## src/logic/anr_map.svh

```systemverilog
// Offsets, field positions, advertisement reset value and write mask of the auto-negotiation registers
`ifndef ANR_MAP_SVH
`define ANR_MAP_SVH

// Register addresses on the management port
`define ANR_ADDR_ADVERT 5'h04
`define ANR_ADDR_PARTNER 5'h05
`define ANR_ADDR_EXPAND 5'h06

// Advertisement layout and reset value
`define ANR_ADV_RESET 16'h01E1
`define ANR_ADV_WMASK 16'hA5E0
`define ANR_ADV_SELECTOR 5'h01
`define ANR_ADV_T4_BIT 9

// Expansion field positions
`define ANR_EXP_PDF_BIT 4
`define ANR_EXP_PARTNER_NP_BIT 3
`define ANR_EXP_NPA_BIT 2
`define ANR_EXP_PGR_BIT 1
`define ANR_EXP_PARTNER_AN_BIT 0

// Partner word next-page position
`define ANR_PARTNER_NP_BIT 15

`endif

```

## src/logic/anr_pkg.sv

```systemverilog
// Types shared by the auto-negotiation register block
package anr_pkg;

  // Exchange phase seen by the arbitration side
  typedef enum logic [1:0]
  {
    ANR_IDLE = 2'b00,
    ANR_EXCH = 2'b01,
    ANR_DONE = 2'b10
  } anr_phase_t;

  // Arbitration-side state
  typedef struct packed
  {
    anr_phase_t phase;
    logic [15:0] tx_word;
    logic [15:0] partner_word;
    logic partner_able;
    logic page_evt;
    logic complete;
  } anr_arb_state_t;

  // Register-side state
  typedef struct packed
  {
    logic [15:0] adv;
    logic pd_fault;
    logic page_rx;
    logic [15:0] rdata;
    logic rvalid;
    logic [15:0] tx_word;
    logic complete;
  } anr_reg_state_t;

endpackage

```

## src/logic/anr_neg_if.sv

```systemverilog
// Carrier between the register side and the arbitration side
`timescale 1ns/1ps
interface anr_neg_if;
  logic start;
  logic restart;
  logic rx_valid;
  logic [15:0] rx_word;
  logic partner_an_able;
  logic done;
  logic [15:0] adv;
  logic [15:0] tx_word;
  logic [15:0] partner_word;
  logic partner_able;
  logic page_evt;
  logic complete;

  modport regs
  (
    output start, restart, rx_valid, rx_word, partner_an_able, done, adv,
    input tx_word, partner_word, partner_able, page_evt, complete
  );

  modport arb
  (
    input start, restart, rx_valid, rx_word, partner_an_able, done, adv,
    output tx_word, partner_word, partner_able, page_evt, complete
  );
endinterface

```

## src/logic/anr_arb_side.sv

```systemverilog
// Arbitration-facing words: transmitted base word and received partner word
`timescale 1ns/1ps
`include "anr_map.svh"
module anr_arb_side
(
  // Clock and reset
  input wire logic clk,
  input wire logic reset,
  // Link to the register side
  anr_neg_if.arb neg
);

  anr_pkg::anr_arb_state_t s_q;
  anr_pkg::anr_arb_state_t s_d;

  ////////////////////////////////////////////////////////////////////////////
  // Next state
  always_comb
  begin
    s_d = s_q;
    s_d.page_evt = 1'b0;
    if (neg.restart)
    begin
      // Restart drops everything learned from the partner
      s_d.phase = anr_pkg::ANR_IDLE;
      s_d.partner_word = 16'h0000;
      s_d.partner_able = 1'b0;
      s_d.complete = 1'b0;
    end
    else
    begin
      case (s_q.phase)
        anr_pkg::ANR_IDLE:
        begin
          if (neg.start)
          begin
            // Snapshot of advert, pause and fault bits carried as is
            s_d.tx_word = neg.adv;
            s_d.phase = anr_pkg::ANR_EXCH;
          end
        end
        anr_pkg::ANR_EXCH:
        begin
          if (neg.done)
          begin
            s_d.phase = anr_pkg::ANR_DONE;
            s_d.complete = 1'b1;
          end
        end
        anr_pkg::ANR_DONE:
        begin
          if (neg.start)
          begin
            s_d.tx_word = neg.adv;
            s_d.phase = anr_pkg::ANR_EXCH;
            s_d.complete = 1'b0;
          end
        end
        default:
        begin
          s_d.phase = anr_pkg::ANR_IDLE;
        end
      endcase
      if (neg.rx_valid)
      begin
        // Partner word copied whole, no action on its flags
        s_d.partner_word = neg.rx_word;
        s_d.page_evt = 1'b1;
        s_d.partner_able = 1'b1;
      end
      if (neg.partner_an_able)
      begin
        s_d.partner_able = 1'b1;
      end
    end
  end

  // State register
  always_ff @(posedge clk or posedge reset)
  begin
    if (reset)
    begin
      s_q <= '0;
    end
    else
    begin
      s_q <= s_d;
    end
  end

  assign neg.tx_word = s_q.tx_word;
  assign neg.partner_word = s_q.partner_word;
  assign neg.partner_able = s_q.partner_able;
  assign neg.page_evt = s_q.page_evt;
  assign neg.complete = s_q.complete;

endmodule

```

## src/logic/anr_regs.sv

```systemverilog
// Auto-negotiation advertisement, partner-ability and expansion registers
`timescale 1ns/1ps
`include "anr_map.svh"
module anr_regs
(
  // Clock and reset
  input wire logic clk,
  input wire logic reset,
  // Management register port
  input wire logic [4:0] mg_addr,
  input wire logic mg_wr,
  input wire logic mg_rd,
  input wire logic [15:0] mg_wdata,
  output logic [15:0] mg_rdata,
  output logic mg_rvalid,
  // Arbitration events from the line side
  input wire logic an_start,
  input wire logic an_restart,
  input wire logic rx_word_valid,
  input wire logic [15:0] rx_word,
  input wire logic partner_an_able,
  input wire logic pd_fault,
  input wire logic an_done,
  // Arbitration results
  output logic [15:0] tx_word,
  output logic an_complete
);

  ////////////////////////////////////////////////////////////////////////////
  // Helpers

  // Visible advertisement word from stored writable bits
  function automatic logic [15:0] adv_view(input logic [15:0] stored);
    logic [15:0] v;
    v = stored & `ANR_ADV_WMASK;
    v[`ANR_ADV_T4_BIT] = 1'b0;
    v[4:0] = `ANR_ADV_SELECTOR;
    return v;
  endfunction

  // Expansion word from flags and partner word
  function automatic logic [15:0] exp_view
  (
    input logic pdf,
    input logic pgr,
    input logic [15:0] partner,
    input logic able
  );
    logic [15:0] v;
    v = 16'h0000;
    v[`ANR_EXP_PDF_BIT] = pdf;
    v[`ANR_EXP_PARTNER_NP_BIT] = partner[`ANR_PARTNER_NP_BIT];
    v[`ANR_EXP_NPA_BIT] = 1'b1;
    v[`ANR_EXP_PGR_BIT] = pgr;
    v[`ANR_EXP_PARTNER_AN_BIT] = able;
    return v;
  endfunction

  ////////////////////////////////////////////////////////////////////////////
  // Arbitration side

  anr_neg_if neg ();

  anr_pkg::anr_reg_state_t r_q;
  anr_pkg::anr_reg_state_t r_d;

  // Line events are on this clock, passed as they come
  assign neg.start = an_start;
  assign neg.restart = an_restart;
  assign neg.rx_valid = rx_word_valid;
  assign neg.rx_word = rx_word;
  assign neg.partner_an_able = partner_an_able;
  assign neg.done = an_done;
  assign neg.adv = adv_view(r_q.adv);

  anr_arb_side u_arb
  (
    .clk(clk),
    .reset(reset),
    .neg(neg)
  );

  ////////////////////////////////////////////////////////////////////////////
  // Register next state
  always_comb
  begin
    r_d = r_q;
    r_d.rvalid = 1'b0;
    // Arbitration results copied out through the register state
    r_d.tx_word = neg.tx_word;
    r_d.complete = neg.complete;
    // Only writable advert bits are kept; others ignore writes
    if (mg_wr && (mg_addr == `ANR_ADDR_ADVERT))
    begin
      r_d.adv = mg_wdata & `ANR_ADV_WMASK;
    end
    // Read answer one cycle later, unmapped reads zero
    if (mg_rd)
    begin
      r_d.rvalid = 1'b1;
      case (mg_addr)
        `ANR_ADDR_ADVERT:
        begin
          r_d.rdata = adv_view(r_q.adv);
        end
        `ANR_ADDR_PARTNER:
        begin
          r_d.rdata = neg.partner_word;
        end
        `ANR_ADDR_EXPAND:
        begin
          r_d.rdata = exp_view(r_q.pd_fault, r_q.page_rx,
                               neg.partner_word, neg.partner_able);
          // Latched flags clear on read
          r_d.pd_fault = 1'b0;
          r_d.page_rx = 1'b0;
        end
        default:
        begin
          r_d.rdata = 16'h0000;
        end
      endcase
    end
    // New events win over a clear in the same cycle
    if (pd_fault)
    begin
      r_d.pd_fault = 1'b1;
    end
    if (neg.page_evt)
    begin
      r_d.page_rx = 1'b1;
    end
  end

  // Register state
  always_ff @(posedge clk or posedge reset)
  begin
    if (reset)
    begin
      r_q.adv <= `ANR_ADV_RESET & `ANR_ADV_WMASK;
      r_q.pd_fault <= 1'b0;
      r_q.page_rx <= 1'b0;
      r_q.rdata <= 16'h0000;
      r_q.rvalid <= 1'b0;
      r_q.tx_word <= 16'h0000;
      r_q.complete <= 1'b0;
    end
    else
    begin
      r_q <= r_d;
    end
  end

  // Outputs straight from the state register
  assign mg_rdata = r_q.rdata;
  assign mg_rvalid = r_q.rvalid;
  assign tx_word = r_q.tx_word;
  assign an_complete = r_q.complete;

endmodule

```

## config.mk

```make
export PLATFORM = sky130hd
export DESIGN_NAME = anr_regs
export DESIGN_NICKNAME = d
export VERILOG_FILES = /design/src/logic/anr_pkg.sv /design/src/logic/anr_neg_if.sv /design/src/logic/anr_arb_side.sv /design/src/logic/anr_regs.sv
export VERILOG_INCLUDE_DIRS = /design/src /design/src/logic
export SDC_FILE = /design/constraint.sdc
export NUM_CORES = 1
export LEC_CHECK = 0
export BUFFER_PORTS_ARGS = -buffer_cell sky130_fd_sc_hd__buf_2
export CORE_MARGIN = 1.5
export CORE_UTILIZATION = 51
export CTS_CLUSTER_DIAMETER = 150
export CTS_CLUSTER_SIZE = 24
export DETAILED_ROUTE_END_ITERATION = 10
export GPL_TIMING_DRIVEN = 0
export PLACE_DENSITY_LB_ADDON = 0.12
export RECOVER_POWER = 100
export SYNTH_ARGS = -nofsm -noshare
export SYNTH_HDL_FRONTEND = slang
export SYNTH_SLANG_ARGS = --single-unit
export TNS_END_PERCENT = 50
```

## constraint.sdc

```tcl
create_clock -name clk -period 2.7 [get_ports clk]
set_clock_uncertainty 0.1 [all_clocks]
set_input_delay 0.81 -clock clk [delete_from_list [all_inputs] [get_ports clk]]
set_output_delay 0.81 -clock clk [all_outputs]
set_load 0.1 [all_outputs]
```

After elaboration in Yosys (flattened, before gate mapping)
Cells that the tools add are included.
W data, S select, Z words.
{"block": "word_totals", "ff_bits": 64, "output_inout_bits": 34, "elab_cells": 54, "in_bits": 47}
{"block": "classes", "n_bitwise": 1, "muxes": 17, "reduce_logical": 15, "eq_ne": 8}
{"operator": "$pmux W16 S3", "count": 1}
{"operator": "$mux W18", "count": 2}
{"operator": "$mux W19", "count": 1}
{"operator": "$mux W17", "count": 1}
{"operator": "$eq A5 B3 Y1 const B", "count": 3}
{"operator": "$reduce_bool A2 Y1", "count": 5}
{"operator": "$mux W1", "count": 7}
{"operator": "$mux W2", "count": 3}
{"operator": "$ne A3 B3 Y1 const B", "count": 2}
{"operator": "$reduce_and A2 Y1", "count": 3}
{"operator": "$reduce_and A3 Y1", "count": 2}
{"operator": "$reduce_bool A3 Y1", "count": 2}
{"operator": "$pmux W2 S2", "count": 1}
{"operator": "$ne A3 B1 Y1 const B", "count": 1}
{"operator": "$eq A2 B1 Y1 const B", "count": 1}
{"operator": "$eq A2 B2 Y1 const B", "count": 1}
{"operator": "$logic_not A2 Y1", "count": 1}
{"operator": "$pmux W1 S2", "count": 1}
{"operator": "$reduce_or A2 Y1", "count": 1}
{"operator": "$logic_and A1 B1 Y1", "count": 1}
{"operator": "$not A1 Y1", "count": 1}

Depth between registers and ports, before layout
Gate-level depths: netlist (run 1).
{"block": "logic_depth", "ltp_word": 4, "mapped_depth": 5, "ltp_nobuf": 3}

By module
From an unflattened synthesis (run 1), not the netlist that was laid out.
{"block": "hier_totals", "cells_unflattened": 278, "hier_area_um2": 3548.4}
{"module": "anr_regs", "seq_area_each_um2": 1081.0, "instances": 1, "cells_each": 140, "area_each_um2": 1843.0}
{"module": "anr_arb_side", "seq_area_each_um2": 925.9, "instances": 1, "cells_each": 138, "area_each_um2": 1705.4}

Worst setup path after synthesis (run 1)
No wires, ideal clock.
{"block": "synth_path", "path_kind": "in2reg", "start": "input port mg_addr[0]", "end": "register neg.adv[10] (netlist name)", "n_path_buf": 1, "slack_ns": 0.826, "setup_time_ns": 0.125, "cell_stages": 4, "required_time_ns": 2.475, "t_arrival_ns": 1.650, "cell_sequence": "buf_6 nor4b_4 nand3b_4 mux2_2"}
{"block": "synth_via", "elab_chain_cells": 2}
{"element": "start: declaration", "line": "anr_regs.sv:10", "rtl": "input wire logic [4:0] mg_addr,"}
{"element": "$eq A5 B3 Y1"}
{"element": "$logic_and A1 B1 Y1", "line": "anr_regs.sv:93", "rtl": "if (mg_wr && (mg_addr == `ANR_ADDR_ADVERT))"}
No other way between the ends.
A chain may end at the register's enable or synchronous reset.

Worst setup path after layout (run 1)
{"block": "layout_path", "start": "input port mg_addr[0]", "end": "register neg.adv[15] (netlist name)"}
{"block": "layout_via", "elab_chain_cells": 2}
{"element": "$eq A5 B3 Y1"}
{"element": "$logic_and A1 B1 Y1", "line": "anr_regs.sv:93"}
No other way between the ends.

==> impl_metrics.ini, run 1 <==
[outcome]
status = complete, no violations

[clocking]
htree_levels = 3
postCtsResizedCells = 0
clock_path_buffers = 2
holdBufCountCts = 0
cts_setup_buffers = 0
cts_tree = done
numCtsBuffers = 9
clk_latency_ps = 330
path_clk_slew_ps = 60
cts.sinks = 64
clockRootBuffer = clkbuf_8

[power]
finalPower_w = 0.00253
peakVddDrop_mv = 0.580
power.leakage_nw = 1.76
p_per_area_nw_per_um2 = 756

[finish]
fillers = 442
final_cell_count_no_fill = 365
nets = 337
syn_to_final_growth_pct = 22.5
ff_latch_area_sq_um = 1610
diodes = 0
multi_input_area_sq_um = 840
drive_gt1_share_pct = 43.4

[floorplan]
dieArea_sq_um = 5800
die_width_um = 76.1
start_util_pct = 53.1
rows = 26
core_area_sq_um = 5140
fp.dieH_um = 76.1
pin_count = 81

[critical_path]
crit_fanout = 10
path_class = primary input to flop
ff2ff_setup_slack_ps = 980
cp-startpoint = mg_addr[0]
startpoint_type = primary input
crit_arrival_ps = 2320
slowest_stage = nor4b_1
cp_top_family = simple AND/OR/NAND/NOR gates
path_cells = buf_2, clkbuf_1, nor4b_1, nand3b_4, mux2_2
setup.worst_path.end_class = flop
critPathBufInv = 2
max_stage_delay_ps = 570
required_ps = 2810
rr_startpoint = u_arb.s_q[35]

[sta]
worst_slew_pin_slew_ps = 1250
slew_headroom_pct = 16.4
fin_crit_ps = 2200
hold_viol = 0
timing.final.crit_share_pct = 81.7
final_max_slew_viol_count = 0
rsz0062_at_grt = no
max_freq_mhz = 454
setup_viol = 0
tns_ps = 0

[global_route]
grt_pass1_wl_mm = 8.39
gr-total-overflow = 0
first_global_vias = 1759
antenna_found_initial = 0
grt_use_total_pct = 19.1
grt_max_degree = 34

[placement]
placed_cells = 349
io_buffers = 62
hpwl_mm = 3.55
routabilityCongestion = 0.734

[synthesis]
ys_ff_latch = 64
synth_commonest_cells = dfrtp_1, buf_4, mux2i_1
synth_area_sq_um = 2730
synth_warnings = 0
ys.flop_type = dfrtp_1
syn_area_per_cell_sq_um = 13.1
synthTopCellsByArea = dfrtp_1, mux2i_1, buf_4
synth_most_common_cell = dfrtp_1
ys_types = 30
async_reset_ff_share_pct = 100
synth-edff-count = 0
synthCells = 209
synth_top_area_share_pct = 55.0
yosys.area.top_type = dfrtp_1
yosysSeqAreaShare_pct = 58.9

[hold_path]
worstHoldPathType = flop to flop
hold_path.startpoint = u_arb.neg.tx_word[6]

[detailed_routing]
via_per_inst = 4.73
detail_route.wl_per_cell_um = 13.8
ant_nets = 0
dr.pass1.iters = 4
num_vias = 1725
drc_errors = 0
totalWireLength_mm = 5.03
first_iter_violations = 85

[run]
max-cap-violations = 0
cell type report:
type	count	area share, %
multi-input combinational	109	25.1
clock inverter	3	1.20
inverter	3	0.337
tap	70	2.62
clock buffer	13	4.75
buffer	40	8.09
sequential	64	48.1
timing repair buffer	63	9.81
placed cells by master, fill, tap and decap left out:
cell type  count
clkinv_2       2
o2bb2ai_1     11
buf_2         36
a22o_1         4
nor2b_1        3
o21ai_0        1
nor4b_1        1
clkbuf_2      24
clkbuf_8      11
mux2i_1       24
or2_1          1
nand3b_4       1
or2_2          1
a221oi_1       1
nand2b_1       2
nor3b_2        1
inv_1          3
nand4bb_1      1
nand2_1        2
mux2_2        14
bufinv_16      1
nor3b_1        1
a22oi_1        3
dfstp_2        4
a21oi_1        3
a21o_1         3
dfrtp_1       60
nor3_1         1
buf_4         32
and2b_1        2
conb_1         8
clkbuf_1      12
buf_12         1
nor2_1        20
power breakdown:
| part | internal [W] | leakage, nW | switching [W] |
|---|---|---|---|
| registers | 0.00107 | 0.821 | 0.0000496 |
| clock network | 0.000475 | 0.103 | 0.000343 |
| logic | 0.000164 | 0.832 | 0.000423 |
kinds of logic (layout without fill, tap and decap cells):
kind of cell | count (synthesis) | after routing | synth area share, %
compound gates | 26 | 26 | 7.52
buf+inv | 43 | 122 | 10.7
flops | 64 | 64 | 58.9
mux | 38 | 38 | 14.6
other cells | 1 | 8 | 0.137
simple gates | 37 | 37 | 8.12
state kept, by name (all words and copies together) (netlist names):
name and cells:
u_arb.neg.tx_word 8, u_arb.neg.complete 1, neg.adv 7, u_arb.s_q 2, mg_rvalid 1, r_q 2, u_arb.neg.partner_word 16, u_arb.neg.page_evt 1
an_complete 1, mg_rdata 16, tx_word 8, u_arb.neg.partner_able 1
through the flow:
stage	util (%)	hold WS, ps	cell area [sq um]	worst slack [ps]
floorplan	-	247	2750	199
global placement	61.3	255	3150	-569
detailed placement	61.7	254	3170	475
CTS	65.6	270	3370	549
global route	65.0	276	3340	363
finish	65.0	270	3340	495
worst register-to-register path, stage by stage (launching register included):
cell and delay (ps):
dfrtp_1 440, nor3b_2 640, mux2_2 420
path summary, 6_finish.rpt:
path,end,cells past startpoint
min in group asynchronous,an_complete,2
worst max-delay path,neg.adv[15],5
worst min register to register,tx_word[6],0
worst min-delay path,tx_word[6],0
worst max register to register,u_arb.neg.tx_word[6],2
max in group asynchronous,neg.adv[5],3
metal layers:
layer / vias to the layer above / global-route usage (%) / share of wire (%)
li1: 844 / - / -
met1: 825 / 23.7 / 45
met2: 49 / 31.7 / 49
met3: 7 / 5.51 / 5.0
met4: 0 / 7.22 / 1.3
met5: - / 0 / 0
(Power assumes the default switching activity.)
==> run 2: changes to the inputs <==
- clock period: 2.7 -> 2.2 ns (I/O delays scaled with it)
==> run 2 against run 1 <==
  * Worst setup slack got worse by 290 ps
  * Cell area rose by 0.34%
  * Critical endpoint is now mg_rdata[5]
  * Utilization rose by 0.22 points
  * Cell count fell by 0.27%
  * Die area did not move
  * Power rose by 24%
==> impl_metrics.ini, run 2 (synthesis gave the netlist of run 1 again) <==
[outcome]
status = complete, no violations

[clocking]
htree_levels = 3
cts.sinks = 64
clk_latency_ps = 320
holdBufCountCts = 0
cts_setup_buffers = 0
numCtsBuffers = 9
cts_tree = done
clockRootBuffer = clkbuf_8
postCtsResizedCells = 0
clock_path_buffers = 2
path_clk_slew_ps = 70

[hold_path]
worstHoldPathType = flop to flop
hold_path.startpoint = u_arb.neg.tx_word[0]
hold_depth = 0
hold_path_end = tx_word[0]

[sta]
slew_headroom_pct = 41.5
fin_hold_ws_ps = 269
setup_ws_ps = 201
timing.final.crit_share_pct = 90.9
setup_viol = 0
final_max_slew_viol_count = 0
tns_ps = 0
worst_slew_pin_slew_ps = 873
rsz0062_at_grt = no
fin_crit_ps = 2000
max_freq_mhz = 500
hold_viol = 0

[power]
finalPower_w = 0.00312
p_per_area_nw_per_um2 = 931
peakVddDrop_mv = 0.621
power.leakage_nw = 1.76

[finish]
multi_input_area_sq_um = 855
mostFrequentLayoutCell = dfrtp_1
diodes = 0
final_cell_mix = dfrtp_1, buf_2, buf_4
fillers = 430
ff_latch_area_sq_um = 1610
nets = 337
syn_to_final_growth_pct = 22.9
drive_gt1_share_pct = 44.9

[critical_path]
startpoint_type = flop
setup.worst_path.end_class = primary output
path_class = flop to primary output
cp-startpoint = mg_rdata[5]
rr_startpoint = u_arb.s_q[35]
crit_arrival_ps = 1240
rr_endpoint = u_arb.neg.tx_word[5]
crit_fanout = 2
required_ps = 1440
ff2ff_setup_slack_ps = 500
reg2regPathDepth = 2

[floorplan]
die_width_um = 76.1
fp.dieH_um = 76.1
core_area_sq_um = 5140
dieArea_sq_um = 5800
rows = 26
start_util_pct = 53.1
pin_count = 81

[detailed_routing]
totalWireLength_mm = 5.03
via_per_inst = 4.72
drc_errors = 0
num_vias = 1718
first_iter_violations = 70
ant_nets = 0
dr.pass1.iters = 4
detail_route.wl_per_cell_um = 13.8

[global_route]
grt_pass1_wl_mm = 8.36
grt_max_degree = 65
antenna_found_initial = 0
first_global_vias = 1735
gr-total-overflow = 0
grt_use_total_pct = 19.2

[placement]
routabilityCongestion = 0.757
hpwl_mm = 3.49
io_buffers = 62
dp_slack_ps = 148

[run]
max-cap-violations = 0
run 2: cell types whose count changed in the layout (fill, tap and decap cells not counted):
cell / delta
clkbuf_8: +1
clkinvlp_2: +1
inv_1: -1
nor4b_4: +1
clkbuf_4: +1
clkbuf_2: +2
clkbuf_1: -3
nor4b_1: -1
buf_12: -1
buf_2: -1
run 2: final cells by class:
class / count / area share (%)
Tap cell: 70 / 2.61
Inverter: 3 / 0.373
Timing Repair Buffer: 63 / 9.40
Clock buffer: 12 / 4.93
Buffer: 40 / 8.10
Clock inverter: 3 / 1.19
Sequential cell: 64 / 47.9
Multi-Input combinational cell: 109 / 25.5
run 2: layer usage:
metal | routed length (um) | global-route usage (%) | part of all wire [%] | vias to the layer above
li1 | - | - | - | 836
met2 | 2440 | 29.9 | 48 | 49
met4 | 80 | 9.44 | 1.6 | 0
met5 | 0 | 0 | 0 | -
met3 | 263 | 4.55 | 5.2 | 9
met1 | 2250 | 25.6 | 45 | 824
run 2: how the worst max path moves through the flow:
stage / slack, ps / to / depth (start not counted)
2_1_floorplan: 480 / neg.adv[10] / 4
3_3_place_gp: 170 / u_arb.neg.tx_word[5] / 3
3_5_place_dp: 150 / u_arb.neg.tx_word[5] / 3
4_1_cts: 220 / mg_rdata[5] / 2
5_1_grt: 140 / mg_rdata[11] / 5
6_report: 200 / mg_rdata[5] / 2
run 2: worst max-delay path, cell delays in order (launching register included):
cell      delay [ps]
dfrtp_1          360
buf_4            110
clkbuf_2         440
run 2: power by group:
group          switching [W]  leakage [nW]  internal, W
registers          0.0000647         0.821      0.00132
logic               0.000523         0.831     0.000200
clock network       0.000412         0.108     0.000606
run 2: per-stage QoR:
step,cell area (sq um),std cells,util (%)
floorplan,2760,216,-
global placement,3160,348,61.4
detailed placement,3160,348,61.4
CTS,3360,363,65.4
global route,3350,364,65.2
finish,3350,364,65.2
==> run 3: changes to the inputs <==
- SETUP_SLACK_MARGIN: default -> 0.3
==> run 3 against run 2 <==
  * Global-route usage rose by 0.10 points
  * Cell area is the same
  * Combinational power about the same
  * Hold slack barely moved
  * Largest cell class unchanged
==> impl_metrics.ini, run 3 (synthesis gave the netlist of run 1 again) <==
[clocking]
cts_tree = done
htree_levels = 3
numCtsBuffers = 9
cts_setup_buffers = 0
holdBufCountCts = 0
clk_latency_ps = 320
path_clk_slew_ps = 70
cts.sinks = 64
clockRootBuffer = clkbuf_8
postCtsResizedCells = 12
clock_path_buffers = 2

[hold_path]
worstHoldPathType = flop to flop
hold_depth = 0
hold_path_end = tx_word[0]
hold_path.startpoint = u_arb.neg.tx_word[0]

[finish]
final_cell_mix = dfrtp_1, buf_2, buf_4
mostFrequentLayoutCell = dfrtp_1
nets = 337
drive_gt1_share_pct = 44.9
fillers = 435
syn_to_final_growth_pct = 22.9
diodes = 0

[detailed_routing]
ant_nets = 0
drc_errors = 0
detail_route.wl_per_cell_um = 13.8
num_vias = 1728
first_iter_violations = 81
via_per_inst = 4.75
dr.pass1.iters = 4
totalWireLength_mm = 5.03

[critical_path]
reg2regPathDepth = 2
rr_endpoint = u_arb.neg.tx_word[8]
path_class = flop to primary output
max_stage_delay_ps = 440
ff2ff_setup_slack_ps = 500
setup.worst_path.end_class = primary output
startpoint_type = flop
rr_startpoint = u_arb.s_q[35]
crit_fanout = 2
crit_arrival_ps = 1240
required_ps = 1440
slowest_stage = clkbuf_2
path_cells = buf_4, clkbuf_2

[floorplan]
core_area_sq_um = 5140
rows = 26
start_util_pct = 53.1
pin_count = 81
die_width_um = 76.1
dieArea_sq_um = 5800
fp.dieH_um = 76.1

[global_route]
grt_use_total_pct = 19.3
first_global_vias = 1744
grt_use_met2_pct = 30.2
met3_usage_pct = 4.67
gr-total-overflow = 0
grt_max_degree = 65
grt-busiest-layer = met2
grt_pass1_wl_mm = 8.41
antenna_found_initial = 0
use_met1_pct = 25.6

[power]
p_int_w = 0.00212
p_switching_w = 0.00100
swShare_pct = 32.0
pwr-share-seq_pct = 44.2
pwr-share-comb_pct = 23.1
p_clk_share_pct = 32.7
power.leakage_nw = 1.76
peakVddDrop_mv = 0.616
p_per_area_nw_per_um2 = 931

[sta]
fin_hold_ws_ps = 269
final_max_slew_viol_count = 0
fin_crit_ps = 2000
hold_viol = 0
tns_ps = 0
max_freq_mhz = 500
timing.final.crit_share_pct = 91.0
worst_slew_pin_slew_ps = 850
rsz0062_at_grt = yes
setup_viol = 0
slew_headroom_pct = 43.0

[placement]
hpwl_mm = 3.49
io_buffers = 62
routabilityCongestion = 0.757

[outcome]
status = complete, no violations

[run]
max-cap-violations = 0
run 3: cell counts in the layout (fill, tap and decap cells not counted):
No cell type changed its count.
run 3: layout make-up:
class / instances / area (sq um) / area share [%]
Timing Repair Buffer: 63 / 315 / 9.40
Multi-Input combinational cell: 109 / 855 / 25.5
Inverter: 3 / 12.5 / 0.373
Clock buffer: 12 / 165 / 4.93
Sequential cell: 64 / 1610 / 47.9
Tap cell: 70 / 87.6 / 2.61
Clock inverter: 3 / 40.0 / 1.19
Buffer: 40 / 272 / 8.10
run 3: stage by stage:
| step | utilization [%] | instances | worst slack, ps | power [W] | area, sq um |
|---|---|---|---|---|---|
| floorplan | - | 216 | 476 | 0.00200 | 2760 |
| global route | 65.2 | 364 | 144 | 0.00324 | 3350 |
| detailed placement | 61.4 | 348 | 148 | 0.00213 | 3160 |
| finish | 65.2 | 364 | 199 | 0.00312 | 3350 |
| global placement | 61.4 | 348 | 175 | 0.00212 | 3160 |
| CTS | 66.0 | 363 | 236 | 0.00316 | 3390 |
run 3: layer usage:
layer	share of wire [%]	up-vias
met5	0	-
met2	49	49
met3	5.4	9
li1	-	835
met4	1.6	0
met1	44	835
run 3: critical path: cells and delay by family (launching register included):
kind     cells  cell delay, ps
buf+inv      2             550
flops        1             370
run 3: power groups by stage:
stage	Sequential (W)	Clock, W	Combinational, W
after floorplan	0.00140	0	0.000605
after global routing	0.00139	0.00108	0.000761
final	0.00138	0.00102	0.000722
after detailed placement	0.00140	0	0.000729
after CTS	0.00138	0.00104	0.000736
after global placement	0.00139	0	0.000723
run 3: how the worst max path moves through the flow:
| stage | start | end | slack [ps] | cells after the start |
|---|---|---|---|---|
| floorplan | mg_addr[0] | neg.adv[10] | 480 | 4 |
| global placement | an_restart | u_arb.neg.tx_word[5] | 170 | 3 |
| detailed placement | an_restart | u_arb.neg.tx_word[5] | 150 | 3 |
| CTS | mg_rdata[1] | mg_rdata[1] | 240 | 2 |
| global route | mg_addr[0] | mg_rdata[11] | 140 | 5 |
| finish | mg_rdata[1] | mg_rdata[1] | 200 | 2 |
